==> config.mk <==
export PLATFORM = sky130hd
export DESIGN_NAME = sar_readout
export DESIGN_NICKNAME = d
export VERILOG_FILES = /design/src/sar_readout_pkg.sv /design/src/sync_2ff.sv /design/src/sar_readout.sv
export VERILOG_INCLUDE_DIRS = /design/src
export SDC_FILE = /design/constraint.sdc
export NUM_CORES = 1
export LEC_CHECK = 0
export BUFFER_PORTS_ARGS = -buffer_cell sky130_fd_sc_hd__buf_2
export CORE_UTILIZATION = 30
export DETAILED_ROUTE_END_ITERATION = 8
export GPL_TIMING_DRIVEN = 0
export MAX_ROUTING_LAYER = met4
export PLACE_DENSITY = 0.46
export SYNTH_ARGS = -nofsm -noshare
export SYNTH_HDL_FRONTEND = slang
export SYNTH_SLANG_ARGS = --single-unit
==> constraint.sdc <==
create_clock -name pclk -period 3.1 [get_ports pclk]
set_clock_uncertainty 0.05 [all_clocks]
set_input_delay 0 -clock pclk [delete_from_list [all_inputs] [get_ports pclk]]
set_output_delay 0 -clock pclk [all_outputs]
set_load 0.05 [all_outputs]
==> src/sar_readout_defs.svh <==
// Register offsets, field positions, reset values and counts of the converter readout block.
`ifndef SAR_READOUT_DEFS_SVH
`define SAR_READOUT_DEFS_SVH

`define ADDR_W            12
`define OFS_SAMPLE        12'h000
`define OFS_STATUS        12'h004
`define OFS_RESULT        12'h008

`define WORD_BITS         16
`define SAMPLE_RESET      16'h0000
`define STAT_CALIBRATING  0
`define STAT_CONVERTING   1
`define STAT_SHUTDOWN     2
`define STAT_UNIPOLAR     3
`define STAT_EOC          4
`define STAT_HALTED       5

`define SETTLE_EDGES      2'h3
`define BIT_COUNT         5'h10
`define MSB_INDEX         4'hf
`define CAL_EDGES_DEFAULT 14000

`define SYNC_W            7
// Select and convert-start rest high and the reset pin low, so no false edge follows reset.
`define SYNC_RESET        7'h18

`endif

==> src/sar_readout_pkg.sv <==
// Types shared by the converter readout block.
package sar_readout_pkg;

    typedef enum logic [3:0] {
        ST_OFF  = 4'b0001,
        ST_CAL  = 4'b0010,
        ST_IDLE = 4'b0100,
        ST_CONVERT_START_N = 4'b1000
    } convert_start_n_state_t;

    typedef logic [15:0] word_t;

endpackage

==> src/sync_2ff.sv <==
// Two-stage synchroniser for a group of asynchronous input pins.
`timescale 1ns/1ps
module sync_2ff #(
    parameter int          W       = 1,
    parameter logic [W-1:0] RST_VAL = '0
) (
    input  wire logic         clk,
    input  wire logic         rst_n,
    input  wire logic [W-1:0] d,
    output logic      [W-1:0] q
);
    logic [W-1:0] meta_ff;

    always_ff @(posedge clk or negedge rst_n) begin
        if (!rst_n) begin
            meta_ff <= RST_VAL;
            q       <= RST_VAL;
        end else begin
            meta_ff <= d;
            q       <= meta_ff;
        end
    end
endmodule

==> src/sar_readout.sv <==
// Conversion control and serial readout of a 16-bit successive-approximation converter.
`timescale 1ns/1ps
`include "sar_readout_defs.svh"
module sar_readout #(
    parameter int CAL_EDGES = `CAL_EDGES_DEFAULT
) (
    input  wire logic                   pclk,
    input  wire logic                   presetn,
    input  wire logic                   psel,
    input  wire logic                   penable,
    input  wire logic                   pwrite,
    input  wire logic [`ADDR_W-1:0]     paddr,
    input  wire logic [31:0]            pwdata,
    output logic      [31:0]            prdata,
    output logic                        pready,
    output logic                        pslverr,
    input  wire logic                   convert_start_n_clk,
    input  wire logic                   sclk,
    input  wire logic                   cs_n,
    input  wire logic                   convert_start_n,
    input  wire logic                   adc_reset_n,
    input  wire logic                   range_sel_high,
    input  wire logic                   range_sel_low,
    output logic                        eoc,
    output logic                        dout,
    output logic                        dout_oe,
    output logic                        range_unipolar
);
    import sar_readout_pkg::*;

    logic [`SYNC_W-1:0] pins_s;
    logic               clk_s;
    logic               sclk_s;
    logic               cs_s;
    logic               convert_start_n_s;
    logic               rst_s;
    logic               rsh_s;
    logic               rsl_s;

    sync_2ff #(
        .W       (`SYNC_W),
        .RST_VAL (`SYNC_RESET)
    ) u_sync (
        .clk   (pclk),
        .rst_n (presetn),
        .d     ({convert_start_n_clk, sclk, cs_n, convert_start_n, adc_reset_n,
                 range_sel_high, range_sel_low}),
        .q     (pins_s)
    );

    assign {clk_s, sclk_s, cs_s, convert_start_n_s, rst_s, rsh_s, rsl_s} = pins_s;

    convert_start_n_state_t state_ff;
    convert_start_n_state_t nxt_state;
    logic        clk_prev_ff;
    logic        sclk_prev_ff;
    logic        cs_prev_ff;
    logic        rst_prev_ff;
    logic [1:0]  since_ff;
    logic [1:0]  nxt_since;
    logic [4:0]  bit_cnt_ff;
    logic [4:0]  nxt_bit_cnt;
    logic [4:0]  rd_cnt_ff;
    logic [4:0]  nxt_rd_cnt;
    logic [13:0] cal_cnt_ff;
    logic [13:0] nxt_cal_cnt;
    logic        pending_ff;
    logic        nxt_pending;
    logic        nxt_eoc;
    logic        convert_start_n_bit_ff;
    logic        nxt_convert_start_n_bit;
    word_t       result_ff;
    word_t       nxt_result;
    word_t       sample_ff;

    wire clk_fall  = clk_prev_ff & ~clk_s;
    wire sclk_fall = sclk_prev_ff & ~sclk_s;
    wire cs_fall   = cs_prev_ff & ~cs_s;
    wire rst_rise  = ~rst_prev_ff & rst_s;
    // The window detector reports neither level while the pin floats.
    wire shutdown  = rsl_s & ~rsh_s;
    wire cal_done  = clk_fall & (cal_cnt_ff == 14'(CAL_EDGES - 1));
    wire can_start = clk_fall & pending_ff & (since_ff == `SETTLE_EDGES);
    wire bit_edge  = clk_fall & (bit_cnt_ff < `BIT_COUNT);

    function automatic logic pick_bit(input word_t w, input logic [4:0] idx);
        pick_bit = w[`MSB_INDEX - idx[3:0]];
    endfunction

    // Control sequencing: halt, calibration, acquisition wait and conversion.
    always_comb begin
        nxt_state    = state_ff;
        nxt_since    = since_ff;
        nxt_bit_cnt  = bit_cnt_ff;
        nxt_cal_cnt  = cal_cnt_ff;
        nxt_pending  = pending_ff;
        nxt_eoc      = eoc;
        nxt_convert_start_n_bit = convert_start_n_bit_ff;
        nxt_result   = result_ff;
        if (!rst_s) begin
            nxt_state   = ST_OFF;
            nxt_pending = 1'b0;
            nxt_eoc     = 1'b0;
        end else if (rst_rise) begin
            nxt_state   = ST_CAL;
            nxt_cal_cnt = '0;
            nxt_pending = 1'b0;
            nxt_eoc     = 1'b1;
        end else begin
            case (state_ff)
                ST_OFF: begin
                    nxt_eoc = 1'b0;
                    if (!shutdown) begin
                        nxt_state = ST_IDLE;
                        nxt_since = `SETTLE_EDGES;
                    end
                end
                ST_CAL: begin
                    if (cal_done) begin
                        nxt_state = ST_IDLE;
                        nxt_since = '0;
                        nxt_eoc   = 1'b0;
                    end else if (clk_fall) begin
                        nxt_cal_cnt = cal_cnt_ff + 14'h0001;
                    end
                end
                ST_IDLE: begin
                    if (shutdown) begin
                        nxt_state   = ST_OFF;
                        nxt_pending = 1'b0;
                    end else if (can_start) begin
                        nxt_state   = ST_CONVERT_START_N;
                        nxt_bit_cnt = '0;
                        nxt_pending = 1'b0;
                    end else begin
                        if (!convert_start_n_s) begin
                            nxt_pending = 1'b1;
                        end
                        if (clk_fall && since_ff != `SETTLE_EDGES) begin
                            nxt_since = since_ff + 2'h1;
                        end
                    end
                end
                ST_CONVERT_START_N: begin
                    if (bit_edge) begin
                        nxt_convert_start_n_bit = pick_bit(sample_ff, bit_cnt_ff);
                        nxt_result[`MSB_INDEX - bit_cnt_ff[3:0]] = nxt_convert_start_n_bit;
                        nxt_bit_cnt = bit_cnt_ff + 5'h01;
                        nxt_eoc     = 1'b1;
                    end else if (clk_fall) begin
                        nxt_state = ST_IDLE;
                        nxt_since = '0;
                        nxt_eoc   = 1'b0;
                    end
                end
                default: begin
                    nxt_state = ST_OFF;
                    nxt_eoc   = 1'b0;
                end
            endcase
        end
    end

    always_comb begin
        nxt_rd_cnt = rd_cnt_ff;
        if (cs_fall) begin
            nxt_rd_cnt = '0;
        end else if (sclk_fall && !cs_s && rd_cnt_ff < `BIT_COUNT) begin
            nxt_rd_cnt = rd_cnt_ff + 5'h01;
        end
    end

    wire read_bit = (nxt_rd_cnt < `BIT_COUNT) ? pick_bit(result_ff, nxt_rd_cnt) : 1'b0;
    wire nxt_dout = (state_ff == ST_CONVERT_START_N) ? nxt_convert_start_n_bit : read_bit;

    always_ff @(posedge pclk or negedge presetn) begin
        if (!presetn) begin
            state_ff     <= ST_OFF;
            since_ff     <= '0;
            bit_cnt_ff   <= '0;
            rd_cnt_ff    <= '0;
            cal_cnt_ff   <= '0;
            pending_ff   <= 1'b0;
            convert_start_n_bit_ff  <= 1'b0;
            result_ff    <= '0;
            eoc          <= 1'b0;
            dout         <= 1'b0;
            dout_oe      <= 1'b0;
            clk_prev_ff  <= 1'b0;
            sclk_prev_ff <= 1'b0;
            cs_prev_ff   <= 1'b1;
            rst_prev_ff  <= 1'b0;
        end else begin
            state_ff     <= nxt_state;
            since_ff     <= nxt_since;
            bit_cnt_ff   <= nxt_bit_cnt;
            rd_cnt_ff    <= nxt_rd_cnt;
            cal_cnt_ff   <= nxt_cal_cnt;
            pending_ff   <= nxt_pending;
            convert_start_n_bit_ff  <= nxt_convert_start_n_bit;
            result_ff    <= nxt_result;
            eoc          <= nxt_eoc;
            dout         <= nxt_dout;
            dout_oe      <= ~cs_s;
            clk_prev_ff  <= clk_s;
            sclk_prev_ff <= sclk_s;
            cs_prev_ff   <= cs_s;
            rst_prev_ff  <= rst_s;
        end
    end

    always_ff @(posedge pclk or negedge presetn) begin
        if (!presetn) begin
            range_unipolar <= 1'b0;
        end else begin
            range_unipolar <= rsh_s & ~rsl_s;
        end
    end

    // APB slave with one wait state; the sample register stands in for the comparator.
    wire sel_sample = (paddr == `OFS_SAMPLE);
    wire sel_status = (paddr == `OFS_STATUS);
    wire sel_result = (paddr == `OFS_RESULT);
    wire mapped     = sel_sample | sel_status | sel_result;
    wire access     = psel & penable & ~pready;
    wire [5:0] status_w = {~rst_s, eoc, range_unipolar, state_ff == ST_OFF && rst_s,
                           state_ff == ST_CONVERT_START_N, state_ff == ST_CAL};
    logic [31:0] rd_mux;

    always_comb begin
        if (sel_sample) begin
            rd_mux = {16'h0000, sample_ff};
        end else if (sel_status) begin
            rd_mux = {26'h0, status_w};
        end else if (sel_result) begin
            rd_mux = {16'h0000, result_ff};
        end else begin
            rd_mux = 32'h00000000;
        end
    end

    always_ff @(posedge pclk or negedge presetn) begin
        if (!presetn) begin
            pready    <= 1'b0;
            pslverr   <= 1'b0;
            prdata    <= 32'h00000000;
            sample_ff <= `SAMPLE_RESET;
        end else begin
            pready  <= access;
            pslverr <= access & ~mapped;
            prdata  <= (access && !pwrite) ? rd_mux : 32'h00000000;
            if (access && pwrite && sel_sample) begin
                sample_ff <= pwdata[15:0];
            end
        end
    end
endmodule

* Word-level counts from Yosys, hierarchy flattened
Index checks and enable logic that the tools add are counted.
** Storage, ports and cells
- Register bits :: 120
- Input bits :: 56
- Output and inout bits :: 38
- Word-level logic and storage cells :: 165
** Operators by class
- $add $sub $neg :: 6
- Magnitude comparators :: 6
- Equality and inequality tests :: 28
- Muxes and demuxes :: 56
- Bitwise operators :: 25
- Reduce and logical (&&, ||, !) cells :: 22
** Operators with widths (count)
- $mux 14 :: 4
- $mux 16 :: 3
- $mux 32 :: 1
- $mux 4 :: 8
- $mux 5 :: 5
- $ne 2x2->1 const B :: 11
- $mux 1 :: 20
- $bwmux 16 :: 1
- $ne 4x4->1 const B :: 4
- $pmux 4 s4 :: 1
- $lt 5x5->1 const B :: 3
- $ne 5x5->1 const B :: 3
- $add 14x1->14 const B :: 1
- $eq 14x14->1 const B :: 1
- $mux 2 :: 7
- $and 1x1->1 :: 13
- $eq 12x3->1 const B :: 1
- $eq 12x4->1 const B :: 1
- $logic_not 12->1 :: 1
- $add 5x1->5 const B :: 2
- $lt 4x5->1 const B :: 2
- $not 1->1 :: 10
- $pmux 5 s2 :: 1
- $reduce_and 10->1 :: 1
- other kinds (23) :: 38

* Logic depth before layout (Yosys ltp)
- Depth in word-level cells :: 11
- Mapped depth :: 9
- Mapped depth without buffers :: 8

* Modules after synthesis
Synthesis repeated with hierarchy kept, for this count alone.
** Unflattened totals
- Cells, all modules :: 469
- Area, all modules :: 5141.2 µm²
** Modules (own cells, without submodules)
- sar_readout :: times used 1, cells an instance 455, area each 4785.8 µm², seq. area each 2254.7 µm²
- sync_2ff :: times used 1, cells an instance 14, area each 355.3 µm², seq. area each 355.3 µm²

* Worst setup path after synthesis
No wires, ideal clock.
- Kind :: flip-flop to flip-flop
- Start point :: register bit_cnt_ff[0]
- End point :: register dout
- Library setup time :: 0.124 ns
- Arrival :: 2.206 ns
- Setup slack :: 0.720 ns
- Stages on the path, launching flop included :: 7
- Buffers on the path :: 1
- Clock period less this slack :: 2.380 ns
- Path through :: dfrtp_1 buf_2 mux4_2 mux4_2 mux2_2 and2_0 a211o_1
** Between the ends
- Word-level cells in the longest chain between the ends :: 8
** RTL lines
- from (decl) :: RTL line sar_readout.sv:61 : logic [4:0] bit_cnt_ff;
- from (signal assigned) :: RTL line sar_readout.sv:196 : bit_cnt_ff <= nxt_bit_cnt;
- $sub 4x4->4 (no line)
- $bmux 1 s4 :: RTL line sar_readout.sv:87 : pick_bit = w[`MSB_INDEX - idx[3:0]];
- $mux 1 :: RTL line sar_readout.sv:87
- $mux 1 (*) :: RTL line sar_readout.sv:145 : if (bit_edge) begin
- $mux 1 (*) :: RTL line sar_readout.sv:110 : case (state_ff)
- $mux 1 (*) :: RTL line sar_readout.sv:104 : end else if (rst_rise) begin
- $mux 1 (*) :: RTL line sar_readout.sv:100 : if (!rst_s) begin
- named net nxt_convert_start_n_bit :: RTL line sar_readout.sv:71 : logic nxt_convert_start_n_bit;
- $mux 1 (*) :: RTL line sar_readout.sv:174 : wire nxt_dout = (state_ff == ST_CONVERT_START_N) ? nxt_convert_start_n_bit : read_bit;
- named net nxt_dout :: RTL line sar_readout.sv:174
- to (signal assigned) :: RTL line sar_readout.sv:203 : dout <= nxt_dout;
- to (decl) :: RTL line sar_readout.sv:25 : output logic dout,
Mark *: on every way through the listed nets, which the timed path passes. The rest lies on a longest branch. The select of a mux whose other input is x is not followed.
A chain may end at the register's enable or synchronous reset.

* Worst setup path after layout
- Start point :: register u_sync.q[5]
- End point :: register dout
** Between the ends
- Word-level cells in the longest chain between the ends :: 11
** RTL lines
- from (decl) :: RTL line sync_2ff.sv:10 : output logic [W-1:0] q
- from (signal assigned) :: RTL line sync_2ff.sv:20 : q <= meta_ff;
- $not 1->1 (*) :: RTL line sar_readout.sv:77 : wire sclk_fall = sclk_prev_ff & ~sclk_s;
- $and 1x1->1 (*) :: RTL line sar_readout.sv:77
- $logic_and 1x1->1 (*) :: RTL line sar_readout.sv:168 : end else if (sclk_fall && !cs_s && rd_cnt_ff < `BIT_COUNT) begin
- $logic_and 1x1->1 (no line) (*)
- $mux 5 (*) :: RTL line sar_readout.sv:168
- $mux 5 (*) :: RTL line sar_readout.sv:166 : if (cs_fall) begin
- $sub 4x4->4 (no line)
- $bmux 1 s4 :: RTL line sar_readout.sv:87
- $mux 1 :: RTL line sar_readout.sv:87
- $mux 1 (*) :: RTL line sar_readout.sv:173 : wire read_bit = (nxt_rd_cnt < `BIT_COUNT) ? pick_bit(result_ff, nxt_rd_cnt) : 1'b0;
- $mux 1 (*) :: RTL line sar_readout.sv:174
- named net nxt_dout :: RTL line sar_readout.sv:174
Marked as above.

==> flow_summary.toml <==
[outcome]
status = "finished, final reports clean"

[final_layout]
nets = 642
mostFrequentLayoutCells = "98 x dfrtp_1, 64 x buf_2, 61 x nor2_1"
diodes = 0
nFillCells = 1650
drive_gt1_frac = 0.277
area_delta_synth_final_pct = 23.5
final_common_cell = "dfrtp_1"
design_area_sq_um = 6340

[global_route]
grt_usage = 0.146
antenna_found_initial = 0
grt_pass1_vias = 3814
grt_max_degree = 67
grt_pass1_wl_mm = 19.3
grt_overflow = 0

[detailed_routing]
dr_total_vias = 3743
vias_per_cell = 4.66
met3_length_um = 407
met2WireLength_mm = 6.00
drt-initial-drc-count = 113
ant_nets = 0
route.detailed.drc = 0
wl_per_cell_um = 14.4
finalWirelength_mm = 11.6
first_pass_iters = 4
wl_met1_mm = 5.00
top_layer = "met4"

[power_and_ir_drop]
irDropWorstVdd_mv = 0.285
p_leak_nw = 2.91
powerDensity_nw_per_um2 = 439

[worst_setup_path]
cp-end-kind = "flip-flop"
arrival_ns = 2.83
cp.required_ns = 3.28
critPathKind = "reg -> reg"
worstReg2RegStart = "u_sync.q[5]"
r2r-end = "dout"
critical_path.max_fanout = 9
startpoint_type = "flip-flop"
r2r.worst_path.cells = 7
rrSetupSlack_ns = 0.45

[sta]
hold_viol_final = 0
max_slew_margin = 0.150
fmax_mhz = 377
finalSetupTns_ns = 0
setup_viol = 0
tightestPinTransition_ns = 1.26
drv_slew = 0
rsz0062_at_grt = "no"
post-route-period-util = 0.855
period_minus_slack_ns = 2.65

[clocking]
htreeDepth = 3
clock_path_buffers = 2
cts_tree = "yes"
postCtsHoldBufs = 28
clockRootBuffer = "clkbuf_16"
clk_pin_slew_ns = 0.07
cts_made_buffers = 9
clk_latency_ns = 0.36
postCtsSetupBuffers = 0
ctsResizeCount = 0
cts.sinks = 104

[die]
ios = 94
die_area_sq_um = 17600
dieWidth_um = 133
start_util = 0.308
fp.dieH_um = 133
floorplan.rows = 47
core_sq_um = 16600

[hold_path]
min_path_type = "in -> async"

[yosys]
yosysUniqueCellTypes = 66
yosysWarnings = 0
ys.flop_type = "dfrtp_1"
synthesis.area_sq_um = 5130
ys_seq_area_frac = 0.508
ys_ff_latch = 104
syn_inst = 465
synth_edf_count = 0
synthArstFlopShare = 1.00
synth.avg_cell_area_sq_um = 11.0

[flow_run]
cap_violations = 0

[placed_design]
gp_congestion = 0.860
placed_cell_area_sq_um = 5790
dpl.hpwl_mm = 8.50
portBuffers = 59
-- cell type report --
class | instances | area (sq um) | area share
buffer | 35 | 214 | 0.0337
clock buffer | 9 | 225 | 0.0355
clock inverter | 7 | 45.0 | 0.00710
inverter | 14 | 52.6 | 0.00829
multi-input combinational | 327 | 2310 | 0.365
sequential | 104 | 2610 | 0.412
tap | 220 | 275 | 0.0434
timing repair buffer | 88 | 606 | 0.0955
-- sequential cells by signal (all words and copies together), names as in the netlist, 2 cells and up --
signal and flops:
result_ff 16, sample_ff 16, cal_cnt_ff 14, bit_cnt_ff 5, state_ff 4, since_ff 2
u_sync.meta_ff 7, prdata 16, u_sync.q 7, rd_cnt_ff 5
-- synthesized netlist by cell type (4+ instances only) --
master | number | area share
nor2_1 | 61 | 0.045
inv_1 | 14 | 0.010
dfrtp_1 | 98 | 0.48
nand3_1 | 9 | 0.0088
buf_4 | 16 | 0.023
xnor2_1 | 7 | 0.012
mux2_2 | 36 | 0.079
clkbuf_1 | 11 | 0.0080
mux4_2 | 5 | 0.022
buf_2 | 6 | 0.0058
o21ai_0 | 12 | 0.012
a21oi_1 | 17 | 0.017
nor3_1 | 9 | 0.0088
or3_1 | 4 | 0.0049
ha_1 | 7 | 0.017
xor2_1 | 8 | 0.014
o22ai_1 | 4 | 0.0049
dfstp_2 | 6 | 0.031
nand2_1 | 39 | 0.029
nor2b_1 | 4 | 0.0049
mux2i_1 | 22 | 0.043
-- critical path, cell delays in order, from the launching register on --
cell,delay (ns)
dfrtp_1,0.40
nor4b_2,0.52
a2bb2oi_1,0.35
o22ai_1,0.30
mux2i_1,0.09
a2111oi_0,0.41
a311oi_1,0.10
a211o_1,0.31
-- routing by layer --
| metal | global-route usage | up-vias |
|---|---|---|
| met5 | - | - |
| met4 | 0.0524 | 0 |
| met3 | 0.0303 | 14 |
| met2 | 0.250 | 62 |
| met1 | 0.169 | 1835 |
| li1 | - | 1832 |
-- how the worst max path moves through the flow --
stage / start / endpoint / slack, ns / cells after the start
after floorplan: bit_cnt_ff[0] / dout / 0.72 / 6
after detailed placement: u_sync.q[5] / dout / 0.45 / 7
after global placement: bit_cnt_ff[0] / dout / 0.45 / 6
final: u_sync.q[5] / dout / 0.45 / 7
after CTS: u_sync.q[5] / dout / 0.43 / 7
after global routing: u_sync.q[5] / dout / 0.23 / 7
-- where the power goes --
part           leakage [nW]  switching (W)  internal (W)
clock network         0.136       0.000514      0.000544
logic                  1.39       0.000196      0.000122
registers              1.38      0.0000193       0.00139
-- per-stage QoR --
| stage | hold WS (ns) | util | worst slack (ns) | instances | total power (W) |
|---|---|---|---|---|---|
| floorplan | -0.346 | - | 0.720 | 480 | 0.00163 |
| global placement | 0.0595 | 0.346 | 0.454 | 759 | 0.00172 |
| detailed placement | -0.0315 | 0.348 | 0.450 | 760 | 0.00173 |
| CTS | 0.0851 | 0.381 | 0.432 | 804 | 0.00284 |
| global route | 0.113 | 0.381 | 0.227 | 804 | 0.00292 |
| finish | 0.102 | 0.381 | 0.449 | 804 | 0.00278 |
-- logic make-up (layout without fill, tap and decap cells) --
kind of cell | Yosys count | after routing | synth area share
and+or+nand+nor | 163 | 163 | 0.169
DFF | 104 | 104 | 0.508
AOI/OAI and AO/OA | 63 | 63 | 0.0834
muxes | 63 | 63 | 0.144
buffers and inverters | 49 | 153 | 0.0519
xor gates and xnor gates | 15 | 15 | 0.0256
adders and majority gates | 7 | 7 | 0.0171
other | 1 | 16 | 0.000730
No activity file was read; power rests on OpenSTA's default activity.
